<file path="config.mk">
export PLATFORM = sky130hd
export DESIGN_NAME = nvm_erase_control
export DESIGN_NICKNAME = d
export VERILOG_FILES = /design/src/rtl/dummy_placeholder_removed.sv /design/src/inc/nvm_erase_pkg.sv /design/src/rtl/ms_tick_gen.sv /design/src/rtl/op_timer.sv /design/src/rtl/nvm_erase_control.sv
export SDC_FILE = /design/constraint.sdc
export NUM_CORES = 1
export LEC_CHECK = 0
export BUFFER_PORTS_ARGS = -buffer_cell sky130_fd_sc_hd__buf_2
export CAP_MARGIN = 0
export CELL_PAD_IN_SITES_DETAIL_PLACEMENT = 1
export CELL_PAD_IN_SITES_GLOBAL_PLACEMENT = 2
export CORE_ASPECT_RATIO = 1.1
export CORE_MARGIN = 2
export CORE_UTILIZATION = 38
export CTS_CLUSTER_DIAMETER = 60
export DETAILED_ROUTE_END_ITERATION = 6
export PLACE_DENSITY_LB_ADDON = 0.15
export RECOVER_POWER = 50
export SLEW_MARGIN = 20
export SYNTH_ARGS = -nofsm -noshare
export SYNTH_HDL_FRONTEND = slang
export SYNTH_HIERARCHICAL = 1
export SYNTH_SLANG_ARGS = --single-unit
export TNS_END_PERCENT = 5
</file>
<file path="constraint.sdc">
create_clock -name clk_sys -period 30 [get_ports clk_sys]
set_input_delay 3 -clock clk_sys [delete_from_list [all_inputs] [get_ports clk_sys]]
set_output_delay 3 -clock clk_sys [all_outputs]
set_load 0.01 [all_outputs]
</file>
<file path="src/rtl/dummy_placeholder_removed.sv">
`timescale 1ns/1ps

</file>
<file path="src/inc/nvm_erase_pkg.sv">
package nvm_erase_pkg;

  localparam int unsigned ADDR_W = 12;
  localparam int unsigned DATA_W = 32;
  localparam int unsigned CNT_W  = 32;

  // clock and operation times
  localparam int unsigned CLK_MHZ         = 250;
  localparam int unsigned T_WRITE_US      = 41;
  localparam int unsigned T_PAGE_MS       = 85;
  localparam int unsigned T_ALL_MS        = 169;
  localparam int unsigned T_UCFG_MS       = T_PAGE_MS;
  localparam int unsigned ACC_PERMILLE    = 1050;
  localparam int unsigned PERMILLE        = 1000;
  localparam int unsigned US_PER_MS       = 1000;
  localparam int unsigned MS_CYCLES       = US_PER_MS * CLK_MHZ;
  localparam int unsigned WRITE_CYCLES    = T_WRITE_US * CLK_MHZ;
  // margin so that start and end latency stay inside the worst case
  localparam int unsigned WRITE_MARGIN    = 4;
  localparam int unsigned MS_MARGIN       = 1;

  // register byte offsets
  localparam logic [ADDR_W-1:0] OFS_READY     = 12'h400;
  localparam logic [ADDR_W-1:0] OFS_CONFIG    = 12'h504;
  localparam logic [ADDR_W-1:0] OFS_PAGE      = 12'h508;
  localparam logic [ADDR_W-1:0] OFS_ALL       = 12'h50C;
  localparam logic [ADDR_W-1:0] OFS_ALIAS     = 12'h510;
  localparam logic [ADDR_W-1:0] OFS_UCFG      = 12'h514;
  localparam logic [ADDR_W-1:0] OFS_PART      = 12'h518;
  localparam logic [ADDR_W-1:0] OFS_PCFG      = 12'h51C;
  localparam logic [ADDR_W-1:0] OFS_PROG_ADDR = 12'h520;
  localparam logic [ADDR_W-1:0] OFS_PROG_DATA = 12'h524;

  // access mode field
  localparam int unsigned       MODE_W     = 2;
  localparam logic [MODE_W-1:0] MODE_READ  = 2'h0;
  localparam logic [MODE_W-1:0] MODE_WRITE = 2'h1;
  localparam logic [MODE_W-1:0] MODE_ERASE = 2'h2;

  localparam int unsigned      DUR_W     = 8;
  localparam logic [DUR_W-1:0] DUR_RESET = 8'h0A;
  localparam int unsigned      READY_BIT = 0;
  localparam int unsigned      GO_BIT    = 0;

  localparam logic [1:0] RESP_OKAY   = 2'h0;
  localparam logic [1:0] RESP_SLVERR = 2'h2;

  typedef enum logic [2:0] {
    OP_NONE    = 3'h0,
    OP_WORD    = 3'h1,
    OP_PAGE    = 3'h2,
    OP_PARTIAL = 3'h3,
    OP_ALL     = 3'h4,
    OP_UCFG    = 3'h5
  } op_t;

  typedef enum logic [1:0] {
    ST_IDLE = 2'b01,
    ST_BUSY = 2'b10
  } state_t;

endpackage

</file>
<file path="src/rtl/ms_tick_gen.sv">
`timescale 1ns/1ps
module ms_tick_gen
  import nvm_erase_pkg::*;
#(
  parameter int unsigned PERIOD = MS_CYCLES
) (
  input  wire logic clk,
  input  wire logic rstN,
  input  wire logic restart,
  output logic      tick
);
  localparam int unsigned    CW   = $clog2(PERIOD + 1);
  localparam logic [CW-1:0]  LAST = CW'(PERIOD - 1);

  logic [CW-1:0] count;
  logic [CW-1:0] next_count;
  logic          next_tick;

  // restart aligns the first tick to the start of an operation
  always_comb begin
    next_tick  = (count == LAST) && !restart;
    next_count = (restart || count == LAST) ? '0 : count + CW'(1);
  end

  always_ff @(posedge clk or negedge rstN) begin
    if (!rstN) begin
      count <= '0;
      tick  <= 1'b0;
    end else begin
      count <= next_count;
      tick  <= next_tick;
    end
  end
endmodule

</file>
<file path="src/rtl/op_timer.sv">
`timescale 1ns/1ps
module op_timer
  import nvm_erase_pkg::*;
#(
  parameter int unsigned W = CNT_W
) (
  input  wire logic         clk,
  input  wire logic         rstN,
  input  wire logic         load,
  input  wire logic [W-1:0] loadVal,
  input  wire logic         tickEn,
  output logic              done
);
  logic [W-1:0] count;
  logic [W-1:0] next_count;
  logic         next_done;

  always_comb begin
    next_count = count;
    next_done  = 1'b0;
    if (load) begin
      next_count = loadVal;
    end else if (tickEn && count != '0) begin
      next_count = count - W'(1);
      next_done  = (count == W'(1));
    end
  end

  always_ff @(posedge clk or negedge rstN) begin
    if (!rstN) begin
      count <= '0;
      done  <= 1'b0;
    end else begin
      count <= next_count;
      done  <= next_done;
    end
  end
endmodule

</file>
<file path="src/rtl/nvm_erase_control.sv">
// What this block does
// - a write to the legacy page erase alias starts a full page erase at the written address.
// - writing 1 to the user config erase register erases the user config area, 0 does nothing.
// - the user config erase only starts while the access mode is erase enabled.
// - a write to the partial erase register starts a partial erase at the written page address.
// - the partial erase duration field is in milliseconds and resets to ten.
// - a word program finishes and clears busy within 41 microseconds.
// - a full page erase finishes within 85 milliseconds.
// - an erase of all flash finishes within 169 milliseconds.
// - a partial erase lasts the configured duration (1 ms when set to 0) times a factor of at most 1.05.
// - access mode 0 is read only, 1 write enabled, 2 erase enabled; erases need 2.
// - the ready flag reads 0 while an operation runs and 1 when idle.
`timescale 1ns/1ps
module nvm_erase_control
  import nvm_erase_pkg::*;
#(
  parameter int unsigned WRITE_CYCLES_P = WRITE_CYCLES,
  parameter int unsigned MS_CYCLES_P    = MS_CYCLES
) (
  input  wire logic              clk_sys,
  input  wire logic              nrst,
  input  wire logic [ADDR_W-1:0] awaddr,
  input  wire logic              awvalid,
  output logic                   awready,
  input  wire logic [DATA_W-1:0] wdata,
  input  wire logic [3:0]        wstrb,
  input  wire logic              wvalid,
  output logic                   wready,
  output logic [1:0]             bresp,
  output logic                   bvalid,
  input  wire logic              bready,
  input  wire logic [ADDR_W-1:0] araddr,
  input  wire logic              arvalid,
  output logic                   arready,
  output logic [DATA_W-1:0]      rdata,
  output logic [1:0]             rresp,
  output logic                   rvalid,
  input  wire logic              rready,
  output op_t                    flashOp,
  output logic [DATA_W-1:0]      flashAddr,
  output logic [DATA_W-1:0]      flashData,
  output logic                   flashStart
);
  logic              rstMeta;
  logic              rstN;
  logic              awHeld;
  logic              wHeld;
  logic [ADDR_W-1:0] wrAddr;
  logic [DATA_W-1:0] wrData;
  logic [3:0]        wrStrb;
  logic [MODE_W-1:0] mode;
  logic [DUR_W-1:0]  duration;
  logic [DATA_W-1:0] pageVal;
  logic [DATA_W-1:0] allVal;
  logic [DATA_W-1:0] aliasVal;
  logic [DATA_W-1:0] ucfgVal;
  logic [DATA_W-1:0] partVal;
  logic [DATA_W-1:0] progAddr;
  logic [DATA_W-1:0] progData;
  state_t            state;
  logic              timerLoad;
  logic [CNT_W-1:0]  timerLoadVal;
  logic              useMsTick;
  logic              msTick;
  logic              timerDone;

  logic              next_awready;
  logic              next_wready;
  logic [1:0]        next_bresp;
  logic              next_bvalid;
  logic              next_arready;
  logic [DATA_W-1:0] next_rdata;
  logic [1:0]        next_rresp;
  logic              next_rvalid;
  logic              next_awHeld;
  logic              next_wHeld;
  logic [ADDR_W-1:0] next_wrAddr;
  logic [DATA_W-1:0] next_wrData;
  logic [3:0]        next_wrStrb;
  logic [MODE_W-1:0] next_mode;
  logic [DUR_W-1:0]  next_duration;
  logic [DATA_W-1:0] next_pageVal;
  logic [DATA_W-1:0] next_allVal;
  logic [DATA_W-1:0] next_aliasVal;
  logic [DATA_W-1:0] next_ucfgVal;
  logic [DATA_W-1:0] next_partVal;
  logic [DATA_W-1:0] next_progAddr;
  logic [DATA_W-1:0] next_progData;
  state_t            next_state;
  op_t               next_flashOp;
  logic [DATA_W-1:0] next_flashAddr;
  logic [DATA_W-1:0] next_flashData;
  logic              next_flashStart;
  logic              next_timerLoad;
  logic [CNT_W-1:0]  next_timerLoadVal;
  logic              next_useMsTick;

  logic              wrCommit;
  logic [ADDR_W-1:0] wrWord;
  logic [ADDR_W-1:0] rdWord;
  logic [DATA_W-1:0] wrVal;
  logic              idle;
  logic              eraseOk;
  op_t               reqOp;
  logic [DATA_W-1:0] reqAddr;
  logic [CNT_W-1:0]  reqLoad;
  logic              reqMs;
  logic [DUR_W-1:0]  durLoad;

  localparam logic [CNT_W-1:0] WORD_LOAD = CNT_W'(WRITE_CYCLES_P - WRITE_MARGIN);
  localparam logic [CNT_W-1:0] PAGE_LOAD = CNT_W'(T_PAGE_MS - MS_MARGIN);
  localparam logic [CNT_W-1:0] ALL_LOAD  = CNT_W'(T_ALL_MS - MS_MARGIN);
  localparam logic [CNT_W-1:0] UCFG_LOAD = CNT_W'(T_UCFG_MS - MS_MARGIN);

  // reset: asynchronous assert, release through two flops
  always_ff @(posedge clk_sys or negedge nrst) begin
    if (!nrst) begin
      rstMeta <= 1'b0;
      rstN    <= 1'b0;
    end else begin
      rstMeta <= 1'b1;
      rstN    <= rstMeta;
    end
  end

  function automatic logic [DATA_W-1:0] merge(input logic [DATA_W-1:0] old,
                                              input logic [DATA_W-1:0] data,
                                              input logic [3:0]        strb);
    logic [DATA_W-1:0] res;
    res = old;
    for (int i = 0; i < 4; i++) begin
      if (strb[i]) begin
        res[i*8 +: 8] = data[i*8 +: 8];
      end
    end
    return res;
  endfunction

  assign wrCommit = awHeld && wHeld && !bvalid;
  assign wrWord   = {wrAddr[ADDR_W-1:2], 2'b00};
  assign rdWord   = {araddr[ADDR_W-1:2], 2'b00};
  assign idle     = (state == ST_IDLE);
  assign eraseOk  = idle && (mode == MODE_ERASE);
  assign durLoad  = (duration == '0) ? DUR_W'(1) : duration;

  // write decode: register updates and operation requests
  always_comb begin
    wrVal         = '0;
    reqOp         = OP_NONE;
    reqAddr       = '0;
    reqLoad       = '0;
    reqMs         = 1'b1;
    next_bresp    = bresp;
    next_mode     = mode;
    next_duration = duration;
    next_pageVal  = pageVal;
    next_allVal   = allVal;
    next_aliasVal = aliasVal;
    next_ucfgVal  = ucfgVal;
    next_partVal  = partVal;
    next_progAddr = progAddr;
    next_progData = progData;
    if (wrCommit) begin
      next_bresp = RESP_OKAY;
      unique case (wrWord)
        OFS_CONFIG: begin
          wrVal     = merge(DATA_W'(mode), wrData, wrStrb);
          next_mode = wrVal[MODE_W-1:0];
        end
        OFS_PAGE, OFS_ALIAS: begin
          wrVal = merge((wrWord == OFS_PAGE) ? pageVal : aliasVal, wrData, wrStrb);
          if (wrWord == OFS_PAGE) begin
            next_pageVal = wrVal;
          end else begin
            next_aliasVal = wrVal;
          end
          if (eraseOk) begin
            reqOp   = OP_PAGE;
            reqAddr = wrVal;
            reqLoad = PAGE_LOAD;
          end
        end
        OFS_ALL: begin
          wrVal       = merge(allVal, wrData, wrStrb);
          next_allVal = wrVal;
          if (eraseOk && wrVal[GO_BIT]) begin
            reqOp   = OP_ALL;
            reqLoad = ALL_LOAD;
          end
        end
        OFS_UCFG: begin
          wrVal        = merge(ucfgVal, wrData, wrStrb);
          next_ucfgVal = wrVal;
          if (eraseOk && wrVal[GO_BIT]) begin
            reqOp   = OP_UCFG;
            reqLoad = UCFG_LOAD;
          end
        end
        OFS_PART: begin
          wrVal        = merge(partVal, wrData, wrStrb);
          next_partVal = wrVal;
          if (eraseOk) begin
            reqOp   = OP_PARTIAL;
            reqAddr = wrVal;
            reqLoad = CNT_W'(durLoad);
          end
        end
        OFS_PCFG: begin
          wrVal         = merge(DATA_W'(duration), wrData, wrStrb);
          next_duration = wrVal[DUR_W-1:0];
        end
        OFS_PROG_ADDR: begin
          next_progAddr = merge(progAddr, wrData, wrStrb);
        end
        OFS_PROG_DATA: begin
          wrVal         = merge(progData, wrData, wrStrb);
          next_progData = wrVal;
          if (idle && mode == MODE_WRITE) begin
            reqOp   = OP_WORD;
            reqAddr = progAddr;
            reqLoad = WORD_LOAD;
            reqMs   = 1'b0;
          end
        end
        OFS_READY: begin
        end
        default: begin
          next_bresp = RESP_SLVERR;
        end
      endcase
    end
  end

  // bus handshakes and the operation sequencer
  always_comb begin
    next_awHeld       = awHeld;
    next_wHeld        = wHeld;
    next_wrAddr       = wrAddr;
    next_wrData       = wrData;
    next_wrStrb       = wrStrb;
    next_bvalid       = bvalid;
    // arready comes up after reset and after each read answer is taken
    next_arready      = arready || !rvalid;
    next_rvalid       = rvalid;
    next_rdata        = rdata;
    next_rresp        = rresp;
    next_state        = state;
    next_flashOp      = flashOp;
    next_flashAddr    = flashAddr;
    next_flashData    = flashData;
    next_flashStart   = 1'b0;
    next_timerLoad    = 1'b0;
    next_timerLoadVal = timerLoadVal;
    next_useMsTick    = useMsTick;
    if (awvalid && awready) begin
      next_awHeld = 1'b1;
      next_wrAddr = awaddr;
    end
    if (wvalid && wready) begin
      next_wHeld  = 1'b1;
      next_wrData = wdata;
      next_wrStrb = wstrb;
    end
    if (bvalid && bready) begin
      next_bvalid = 1'b0;
    end
    if (wrCommit) begin
      next_awHeld = 1'b0;
      next_wHeld  = 1'b0;
      next_bvalid = 1'b1;
    end
    // requests while busy are dropped; the response is still OKAY
    if (state == ST_BUSY && timerDone) begin
      next_state   = ST_IDLE;
      next_flashOp = OP_NONE;
    end else if (reqOp != OP_NONE) begin
      next_state        = ST_BUSY;
      next_flashOp      = reqOp;
      next_flashAddr    = reqAddr;
      next_flashData    = (reqOp == OP_WORD) ? wrVal : '0;
      next_flashStart   = 1'b1;
      next_timerLoad    = 1'b1;
      next_timerLoadVal = reqLoad;
      next_useMsTick    = reqMs;
    end
    if (arvalid && arready) begin
      next_arready = 1'b0;
      next_rvalid  = 1'b1;
      next_rresp   = RESP_OKAY;
      unique case (rdWord)
        OFS_READY:     next_rdata = DATA_W'(idle);
        OFS_CONFIG:    next_rdata = DATA_W'(mode);
        OFS_PAGE:      next_rdata = pageVal;
        OFS_ALL:       next_rdata = allVal;
        OFS_ALIAS:     next_rdata = aliasVal;
        OFS_UCFG:      next_rdata = ucfgVal;
        OFS_PART:      next_rdata = partVal;
        OFS_PCFG:      next_rdata = DATA_W'(duration);
        OFS_PROG_ADDR: next_rdata = progAddr;
        OFS_PROG_DATA: next_rdata = progData;
        default: begin
          next_rdata = '0;
          next_rresp = RESP_SLVERR;
        end
      endcase
    end else if (rvalid && rready) begin
      next_rvalid  = 1'b0;
      next_arready = 1'b1;
    end
    next_awready = !next_awHeld;
    next_wready  = !next_wHeld;
  end

  always_ff @(posedge clk_sys or negedge rstN) begin
    if (!rstN) begin
      awready      <= 1'b0;
      wready       <= 1'b0;
      bresp        <= RESP_OKAY;
      bvalid       <= 1'b0;
      arready      <= 1'b0;
      rdata        <= '0;
      rresp        <= RESP_OKAY;
      rvalid       <= 1'b0;
      awHeld       <= 1'b0;
      wHeld        <= 1'b0;
      wrAddr       <= '0;
      wrData       <= '0;
      wrStrb       <= '0;
      mode         <= MODE_READ;
      duration     <= DUR_RESET;
      pageVal      <= '0;
      allVal       <= '0;
      aliasVal     <= '0;
      ucfgVal      <= '0;
      partVal      <= '0;
      progAddr     <= '0;
      progData     <= '0;
      state        <= ST_IDLE;
      flashOp      <= OP_NONE;
      flashAddr    <= '0;
      flashData    <= '0;
      flashStart   <= 1'b0;
      timerLoad    <= 1'b0;
      timerLoadVal <= '0;
      useMsTick    <= 1'b1;
    end else begin
      awready      <= next_awready;
      wready       <= next_wready;
      bresp        <= next_bresp;
      bvalid       <= next_bvalid;
      arready      <= next_arready;
      rdata        <= next_rdata;
      rresp        <= next_rresp;
      rvalid       <= next_rvalid;
      awHeld       <= next_awHeld;
      wHeld        <= next_wHeld;
      wrAddr       <= next_wrAddr;
      wrData       <= next_wrData;
      wrStrb       <= next_wrStrb;
      mode         <= next_mode;
      duration     <= next_duration;
      pageVal      <= next_pageVal;
      allVal       <= next_allVal;
      aliasVal     <= next_aliasVal;
      ucfgVal      <= next_ucfgVal;
      partVal      <= next_partVal;
      progAddr     <= next_progAddr;
      progData     <= next_progData;
      state        <= next_state;
      flashOp      <= next_flashOp;
      flashAddr    <= next_flashAddr;
      flashData    <= next_flashData;
      flashStart   <= next_flashStart;
      timerLoad    <= next_timerLoad;
      timerLoadVal <= next_timerLoadVal;
      useMsTick    <= next_useMsTick;
    end
  end

  ms_tick_gen #(.PERIOD(MS_CYCLES_P)) u_ms_tick (
    .clk     (clk_sys),
    .rstN    (rstN),
    .restart (timerLoad),
    .tick    (msTick)
  );

  op_timer #(.W(CNT_W)) u_op_timer (
    .clk     (clk_sys),
    .rstN    (rstN),
    .load    (timerLoad),
    .loadVal (timerLoadVal),
    .tickEn  (useMsTick ? msTick : 1'b1),
    .done    (timerDone)
  );

  // checks: elapsed busy cycles per operation
  logic [63:0] opCycles;
  always_ff @(posedge clk_sys or negedge rstN) begin
    if (!rstN) begin
      opCycles <= '0;
    end else begin
      opCycles <= (state == ST_BUSY) ? opCycles + 64'(1) : '0;
    end
  end
endmodule

</file>
# [Yosys cells after proc, flatten, opt, wreduce, memory -nomap -nowiden]
# Cells that the tools add are included.
[totals] register_bits=482 input_bits=67 out_inout_bits=109
[classes] addsub=2 n_eq_ne=27 mux=81 bitwise=2 reduce_logical=44
[ops] op="$pmux 32 s10" n=1
[ops] op="$mux 32" n=9
[ops] op="$mux 8" n=32
[ops] op="$pmux 32 s7" n=1
[ops] op="$eq 10x9->1 const B" n=20
[ops] op="$pmux 32 s3" n=1
[ops] op="$pmux 14 s5" n=1
[ops] op="$eq 32x1->1 const B" n=1
[ops] op="$reduce_bool 32->1" n=1
[ops] op="$sub 32x1->32 const B" n=1
[ops] op="$mux 14" n=2
[ops] op="$reduce_or 10->1" n=2
[ops] op="$mux 1" n=19
[ops] op="$add 18x1->18 const B" n=1
[ops] op="$eq 18x18->1 const B" n=1
[ops] op="$mux 18" n=1
[ops] op="$reduce_and 3->1" n=6
[ops] op="$mux 3" n=5
[ops] op="$pmux 3 s5" n=1
[ops] op="$logic_and 1x1->1" n=14
[ops] op="$mux 7" n=2
[ops] op="$reduce_and 2->1" n=7
[ops] op="$mux 2" n=6
[ops] op="$logic_not 8->1" n=1
[ops] op="other kinds (9)" n=20

# [Logic depth before layout (Yosys ltp)]
# Gate-level depths: netlist of the first run.
[depth] word_depth=10 depth_mapped=10 mapped_depth_nobuf=7

# [Modules after synthesis]
# Netlist of the first run, hierarchy kept.
[modules_own_cells] module="nvm_erase_control" n_inst=1 cells_per_inst=1839 area_each_um2=19799.0 seq_area_each_um2=10089.7
[modules_own_cells] module="op_timer" n_inst=1 cells_per_inst=235 area_each_um2=2198.4 seq_area_each_um2=825.8
[modules_own_cells] module="ms_tick_gen" n_inst=1 cells_per_inst=93 area_each_um2=969.7 seq_area_each_um2=475.5

# [Worst setup path after synthesis of the first run]
# Ideal clock, no wire load.
[synth_timing] kind="input to register" from="input port araddr[7]" to="register rdata[15]" arrival_ps=4844 t_required_ps=29913 slack_ps=25069 path_stages=8 path_buffers=2 cell_sequence="nor4_1 > nand3_1 > or3_1 > clkbuf_1 > buf_1 > o22ai_1 > a21oi_1 > a22oi_1"
[synth_via] elab_chain_cells=2 word_cells_on_any_way=11
[synth_lines] element="start, declared" line="nvm_erase_control.sv:32" text="input wire logic [ADDR_W-1:0] araddr,"
[synth_lines] element="$eq 10x9->1" line="nvm_erase_control.sv:290" text="unique case (rdWord)"
[synth_lines] element="$pmux 32 s10 (*)" line="nvm_erase_control.sv:290"
[synth_lines] element="end signal, assigned" line="nvm_erase_control.sv:352" text="rdata <= next_rdata;"
[synth_lines] element="end, declared" line="nvm_erase_control.sv:35" text="output logic [DATA_W-1:0] rdata,"
# Every way passes the cells marked *; elsewhere a longest branch is shown, timed or not.
# A chain may end at the register's enable or synchronous reset.

==> metrics.yaml, run 1 <==
status:
  outcome: "finished, violations left"
  violations: "design-rule violations, max-capacitance violations, max-slew violations"
die:
  io_pins: 176
  fp.dieH_um: 262
  rows: 94
  initial_core_util_pct: 38.4
  core_area_um2: 59700
  dieArea_um2: 62400
  die_w_um: 238
critical_path:
  critPathArrivalTime_ps: 11560
  r2r-end: "rdata[0]"
  crit_path_cell_trace: "clkbuf_1 > clkbuf_1"
  crit_type: "reg -> async"
  reg2reg_from: "rstN"
  cp.required_ps: 28430
  crit_start: "rstN"
  endpoint_kind: "asynchronous set/reset pin"
  cp_max_fo: 164
  r2r_slack_ps: 16880
  startpoint_type: "flip-flop"
  slowest_stage: "clkbuf_1"
  r2r_cells: 2
  critPathCapture: "rdata[0]"
  crit_top_cell: "clkbuf_1"
  slowest_delay_ps: 6530
synthesis:
  yosys.area.top_type: "dfrtp_1"
  synthMuxAreaShare_pct: 14.6
  synth_top_cells_by_area: "dfrtp_1, mux2_2, nand2_1"
  synth_compound_area_share_pct: 18.4
  synth_top_area_share_pct: 49.1
  synth-xor-area-share_pct: 0.953
  yosysWarnings: 6
  synth.avg_cell_area_um2: 10.6
  synth_area_um2: 23000
  synth_top_family_by_area: "compound AO/OA/AOI/OAI gates"
  synthCells: 2167
  synth_edf_count: 0
  synthAdderAreaFrac_pct: 0.163
  synthSimpleGateAreaFrac_pct: 12.4
  yosys.cell_count.top_type: "dfrtp_1"
  ys_seq_area_share_pct: 49.6
  synthArstFlopShare_pct: 100
  ys_types: 92
  synthTopCellsByCount: "dfrtp_1, nand2_1, mux2_2, o21ai_0, clkbuf_1"
  synth_seq_cells: 455
  ys.flop_type: "dfrtp_1"
detailed_routing:
  drt_wl_total_um: 87200
  drt_first_pass_iters: 7
  final_antenna_net_count: 0
  wire_per_inst_um: 28.0
  routed_via_density: 6.13
  drc_errors: 12
  vias: 19100
  drt_iter0_markers: 1515
clock_tree:
  cts_tree: "yes"
  cts.root.buffer_cell: "clkbuf_16"
  postCtsHoldBufs: 0
  clk_latency_ps: 640
  cts-buffers-inserted: 55
  cts_setup_buffers: 0
  cts_resized: 0
  htreeDepth: 2
  numClockSinks: 455
  cts_buffer_depth: 3
  cts.clk_slew.worst_paths_ps: 60
layout:
  antennaDiodeCount: 0
  drive_gt1_share_pct: 25.1
  area_growth_pct: 15.4
  fin_nets: 2371
sta:
  layout_min_cycle_time_ps: 13120
  hold_viol_final: 0
  clock.fmax_mhz: 76.2
  worstMarginPinSlew_ps: 9100
  slew_viol_final: 493
  tns_ps: 0
  relSlewSlack_pct: -507
  setup_viol: 0
  fin_skew_ps: 31.5
  worst_slack_ps: 16880
  holdWs_ps: 356
  rsz0062_at_grt: "false"
  period_share_pct: 43.7
power_and_ir_drop:
  ir_worst_vdd_mv: 0.0408
  leakagePower_nw: 11.7
  powerDensity_nw_per_um2: 69.4
global_route:
  antenna_found_initial: 1
  grtUsageTotal_pct: 28.0
  grt_pass1_vias: 20100
  grt_max_degree: 165
  grt_pass1_wl_um: 132000
  grt_overflow: 0
worst_hold_path:
  hp-class: "reg -> reg"
  holdPathStages: 0
placement:
  place_congestion: 0.847
  hpwl_um: 54100
  dp_slack_ps: 23450
  port_buffers: 169
flow_run:
  maxCapViolations: 8
==> final cells by class <==
| class | count | area (um^2) |
|---|---|---|
| fillers | 6507 | 33200 |
| flip-flops and latches | 455 | 11400 |
| multi-input cells | 1532 | 10800 |
| clock buffers | 71 | 1600 |
| repair buffers | 216 | 1170 |
| well taps | 768 | 961 |
| clock inverters | 31 | 390 |
| inverters | 41 | 154 |
==> worst max-delay path: cells and delay by family (launching register included) <==
family,cells,cell delay [ps]
buffers and inverters,2,9290
DFF,1,1400
==> placed cells by master, fill, tap and decap left out, types with 14 or more instances in the layout <==
cell type  count
nand3_1       31
o21ai_0      161
o22ai_1       44
nand2_1      249
buf_4         40
mux2i_1       80
clkbuf_8      16
a22o_1        20
o21a_1        20
clkbuf_16     55
buf_2        168
dfrtp_1      451
nor3_1        38
nand4_1       14
xnor2_1       14
o211ai_1      15
and3_1        16
mux2_2       227
a21o_1        22
a221oi_1      33
nor2_1        73
a222oi_1      26
a31oi_1       24
inv_1         37
or3_1         15
a21oi_1       64
conb_1        25
a22oi_1       93
==> flip-flops by register name (all words and copies together) (netlist names), 2 cells and up <==
| name | count |
|---|---|
| aliasVal | 32 |
| allVal | 32 |
| flashAddr | 32 |
| flashData | 32 |
| pageVal | 32 |
| partVal | 32 |
| progAddr | 32 |
| progData | 32 |
| rdata | 32 |
| u_op_timer/count | 32 |
| ucfgVal | 32 |
| wrData | 32 |
| u_ms_tick/count | 18 |
| wrAddr | 10 |
| timerLoadVal | 9 |
| duration | 8 |
| wrStrb | 4 |
| flashOp | 3 |
| mode | 2 |
| state | 2 |
==> logic make-up after synthesis <==
family / after synthesis
AO/OA/AOI/OAI: 616
XOR/XNOR: 25
adder cells (fa/ha/maj): 3
buffers and inverters: 203
flip-flops: 455
multiplexers: 307
other: 2
AND/OR/NAND/NOR: 556
==> per-layer routing <==
| metal | share of wire, % | global-route usage, % | up-vias |
|---|---|---|---|
| met5 | 0.013 | 0 | - |
| met4 | 3.8 | 10.4 | 2 |
| met3 | 5.6 | 4.23 | 183 |
| met1 | 43 | 37.2 | 9929 |
| met2 | 48 | 46.5 | 629 |
| li1 | - | - | 8356 |
==> metrics by stage <==
stage	cell area [um^2]	std cells	power (mW)	util (%)
after floorplan	23100	2190	0.956	-
after global placement	24600	3012	1.10	41.2
after detailed placement	24600	3012	1.11	41.2
after CTS	26600	3114	1.85	44.5
after global routing	26500	3114	1.91	44.4
final	26500	3114	1.84	44.4
==> where the power goes <==
| part | switching (mW) | internal (mW) |
|---|---|---|
| Combinational | 0.243 | 0.116 |
| Clock | 0.294 | 0.437 |
| Sequential | 0.0902 | 0.659 |
| Total | 0.627 | 1.21 |
==> worst min path at each step <==
stage | from | to | slack [ps]
3_3_place_gp | rstN | wrData[15] | 310
6_report | rstMeta | rstN | 360
5_1_grt | rstMeta | rstN | 380
3_5_place_dp | rstN | wrData[15] | 330
2_1_floorplan | rstMeta | rstN | 330
4_1_cts | rstN | flashData[11] | 330
Power figures use the tool's default switching activity.
==> run 2, diff against run 1 <==
--- a/config.mk
+++ b/config.mk
@@ -5,13 +5,14 @@
 export SDC_FILE = /design/constraint.sdc
 export NUM_CORES = 1
 export LEC_CHECK = 0
+export ABC_AREA = 1
 export BUFFER_PORTS_ARGS = -buffer_cell sky130_fd_sc_hd__buf_2
 export CAP_MARGIN = 0
 export CELL_PAD_IN_SITES_DETAIL_PLACEMENT = 1
 export CELL_PAD_IN_SITES_GLOBAL_PLACEMENT = 2
 export CORE_ASPECT_RATIO = 1.1
 export CORE_MARGIN = 2
-export CORE_UTILIZATION = 38
+export CORE_UTILIZATION = 36
 export CTS_CLUSTER_DIAMETER = 60
 export DETAILED_ROUTE_END_ITERATION = 6
 export PLACE_DENSITY_LB_ADDON = 0.15
==> constraint.sdc (replaced) <==
create_clock -name clk_sys -period 12.6 [get_ports clk_sys]
set_input_delay 1.26 -clock clk_sys [delete_from_list [all_inputs] [get_ports clk_sys]]
set_output_delay 1.26 -clock clk_sys [all_outputs]
set_load 0.01 [all_outputs]
==> run 2 against run 1 <==
The flow finishes with violations (max-capacitance violations, max-slew violations). Die area rose by 14%. Clock skew rose by 2.4 ps. Power increased by 140%. Clock power grew to 2.5 times the previous value. Setup slack got worse by 10000 ps. Clock-buffer cell count unchanged. Synthesized cell count up 57%. Non-clock buffer count shrank 3. First-iteration DRC count is 12% higher. Sequential power is 120% higher. Critical endpoint is now wrAddr[6]. Largest cell class unchanged.
==> metrics.yaml, run 2 <==
synthesis:
  synth_top_cells_by_area: "dfrtp_1, nand2_1, o21ai_0"
  synth_seq_cells: 455
  ys_types: 47
  yosys.cell_count.top_type: "nand2_1"
  synthCells: 3399
  yosys.area.top_type: "dfrtp_1"
  ys_seq_area_share_pct: 45.7
  synth.avg_cell_area_um2: 7.34
  yosysWarnings: 6
  synth_edf_count: 0
  ys.flop_type: "dfrtp_1"
  synth_area_um2: 24900
  synthArstFlopShare_pct: 100
  synth_top_area_share_pct: 45.2
  synthTopCellsByCount: "nand2_1, dfrtp_1, inv_1, o21ai_0, nor2_1"
sta:
  period_share_pct: 47.6
  fin_skew_ps: 33.9
  tns_ps: 0
  worstMarginPinSlew_ps: 4070
  rsz0062_at_grt: "false"
  layout_min_cycle_time_ps: 6000
  hold_viol_final: 0
  clock.fmax_mhz: 167
  slew_viol_final: 324
  setup_viol: 0
  relSlewSlack_pct: -171
power_and_ir_drop:
  ir_worst_vdd_mv: 0.105
  leakagePower_nw: 13.9
  powerDensity_nw_per_um2: 157
clock_tree:
  clk_latency_ps: 630
  postCtsHoldBufs: 0
  cts_tree: "yes"
  cts_buffer_depth: 3
  cts.clk_slew.worst_paths_ps: 60
  cts_setup_buffers: 0
  numClockSinks: 455
  cts.root.buffer_cell: "clkbuf_16"
  cts-buffers-inserted: 56
  cts_resized: 0
  htreeDepth: 2
critical_path:
  path_delay_family: "buffers and inverters"
  crit_start: "rstN"
  critPathArrivalTime_ps: 5760
  endpoint_kind: "asynchronous set/reset pin"
  slowest_delay_ps: 2960
  r2r_cells: 1
  cp_max_fo: 74
  r2r_slack_ps: 6600
  crit_type: "reg -> async"
  worst-path-stages: 1
  slowest_stage: "clkbuf_1"
  r2r-end: "wrAddr[6]"
  crit_path_cell_trace: "clkbuf_1"
  path_buf_inv: 1
  critPathCapture: "wrAddr[6]"
  startpoint_type: "flip-flop"
  cp.required_ps: 12360
  reg2reg_from: "rstN"
global_route:
  grt_max_degree: 129
  grt_pass1_wl_um: 157000
  grtUsageTotal_pct: 29.0
  grt_overflow: 0
  grt_pass1_vias: 25900
  antenna_found_initial: 1
detailed_routing:
  wl_met3_um: 4660
  routed_via_density: 5.41
  drc_errors: 0
  final_antenna_net_count: 0
  drt_wl_total_um: 102000
  drt_iter0_markers: 1696
  top_layer: "met5"
  wl_met2_um: 48200
  met1Wirelength_um: 45600
  wire_per_inst_um: 22.7
  drt_first_pass_iters: 5
  vias: 24300
die:
  dieArea_um2: 71400
  fp.dieH_um: 280
  core_area_um2: 68900
  initial_core_util_pct: 36.2
  io_pins: 176
  die_w_um: 255
  rows: 101
flow_run:
  maxCapViolations: 6
placement:
  place_congestion: 0.841
  hpwl_um: 64300
  port_buffers: 169
worst_hold_path:
  hp-class: "reg -> reg"
  hp-start: "rstMeta"
  holdPathStages: 0
layout:
  final_common_cell: "nand2_1"
  fill_cells: 8611
  drive_gt1_share_pct: 9.96
  fin_nets: 3598
  multi_input_area_um2: 11300
  final_util_pct: 41.4
  area_growth_pct: 14.3
  antennaDiodeCount: 0
  regArea_um2: 11400
  final_cell_mix: "nand2_1, dfrtp_1, inv_1, o21ai_0, nor2_1"
status:
  outcome: "finished, violations left"
  violations: "max-capacitance violations, max-slew violations"
run 2: changes by cell type after synthesis, moves of 80 or more:
cell     delta
nand3_1   +185
a22oi_1    -93
inv_1     +352
mux2_2    -159
nand2_1   +841
o21ai_0   +212
nor2_1    +149
mux2i_1    -80
run 2: kinds of logic (layout without fill, tap and decap cells):
family                     Yosys count  count (layout)  synth area share [%]
other                                2              25                0.0301
xor gates and xnor gates            10              10                 0.351
buffers and inverters              573             725                  9.30
and+or+nand+nor                   1681            1681                  28.3
adders and majority gates            3               3                 0.150
DFF                                455             455                  45.7
AOI/OAI and AO/OA                  607             607                  13.2
muxes                               68              68                  3.07
run 2: cell type report:
class                           instances  area share (%)
Tap cell                              927            4.07
Inverter                              408            5.37
Clock inverter                         33            1.81
Sequential cell                       455            39.9
Clock buffer                           71            5.43
Timing Repair Buffer                  213            3.65
Multi-Input combinational cell       2394            39.7
run 2: how the worst min path moves through the flow:
stage	to	slack [ps]
after floorplan	rstN	330
after global placement	rstN	340
after detailed placement	rstN	340
after CTS	rstN	360
after global routing	rstN	380
final	rstN	350
run 2: per-layer routing:
metal	vias to the layer above	global-route usage [%]
met1	12300	38.6
met3	216	3.66
li1	11200	-
met2	631	48.1
met5	-	0
met4	2	10.5
run 2: stage by stage:
stage                     setup WS (ps)  power, mW  hold slack, ps  instances  area, um^2
after floorplan                    5190       2.31             331       3422       25000
after global placement             8470       2.63             339       4397       26600
after detailed placement           8420       2.67             337       4397       26600
after CTS                          8410       4.52             356       4501       28700
after global routing               5450       4.70             376       4501       28500
final                              6600       4.48             349       4501       28500
run 2: power by group:
group          internal [mW]  switching [mW]
logic                  0.200           0.783
clock network           1.12           0.708
registers               1.59          0.0776
total                   2.91            1.57
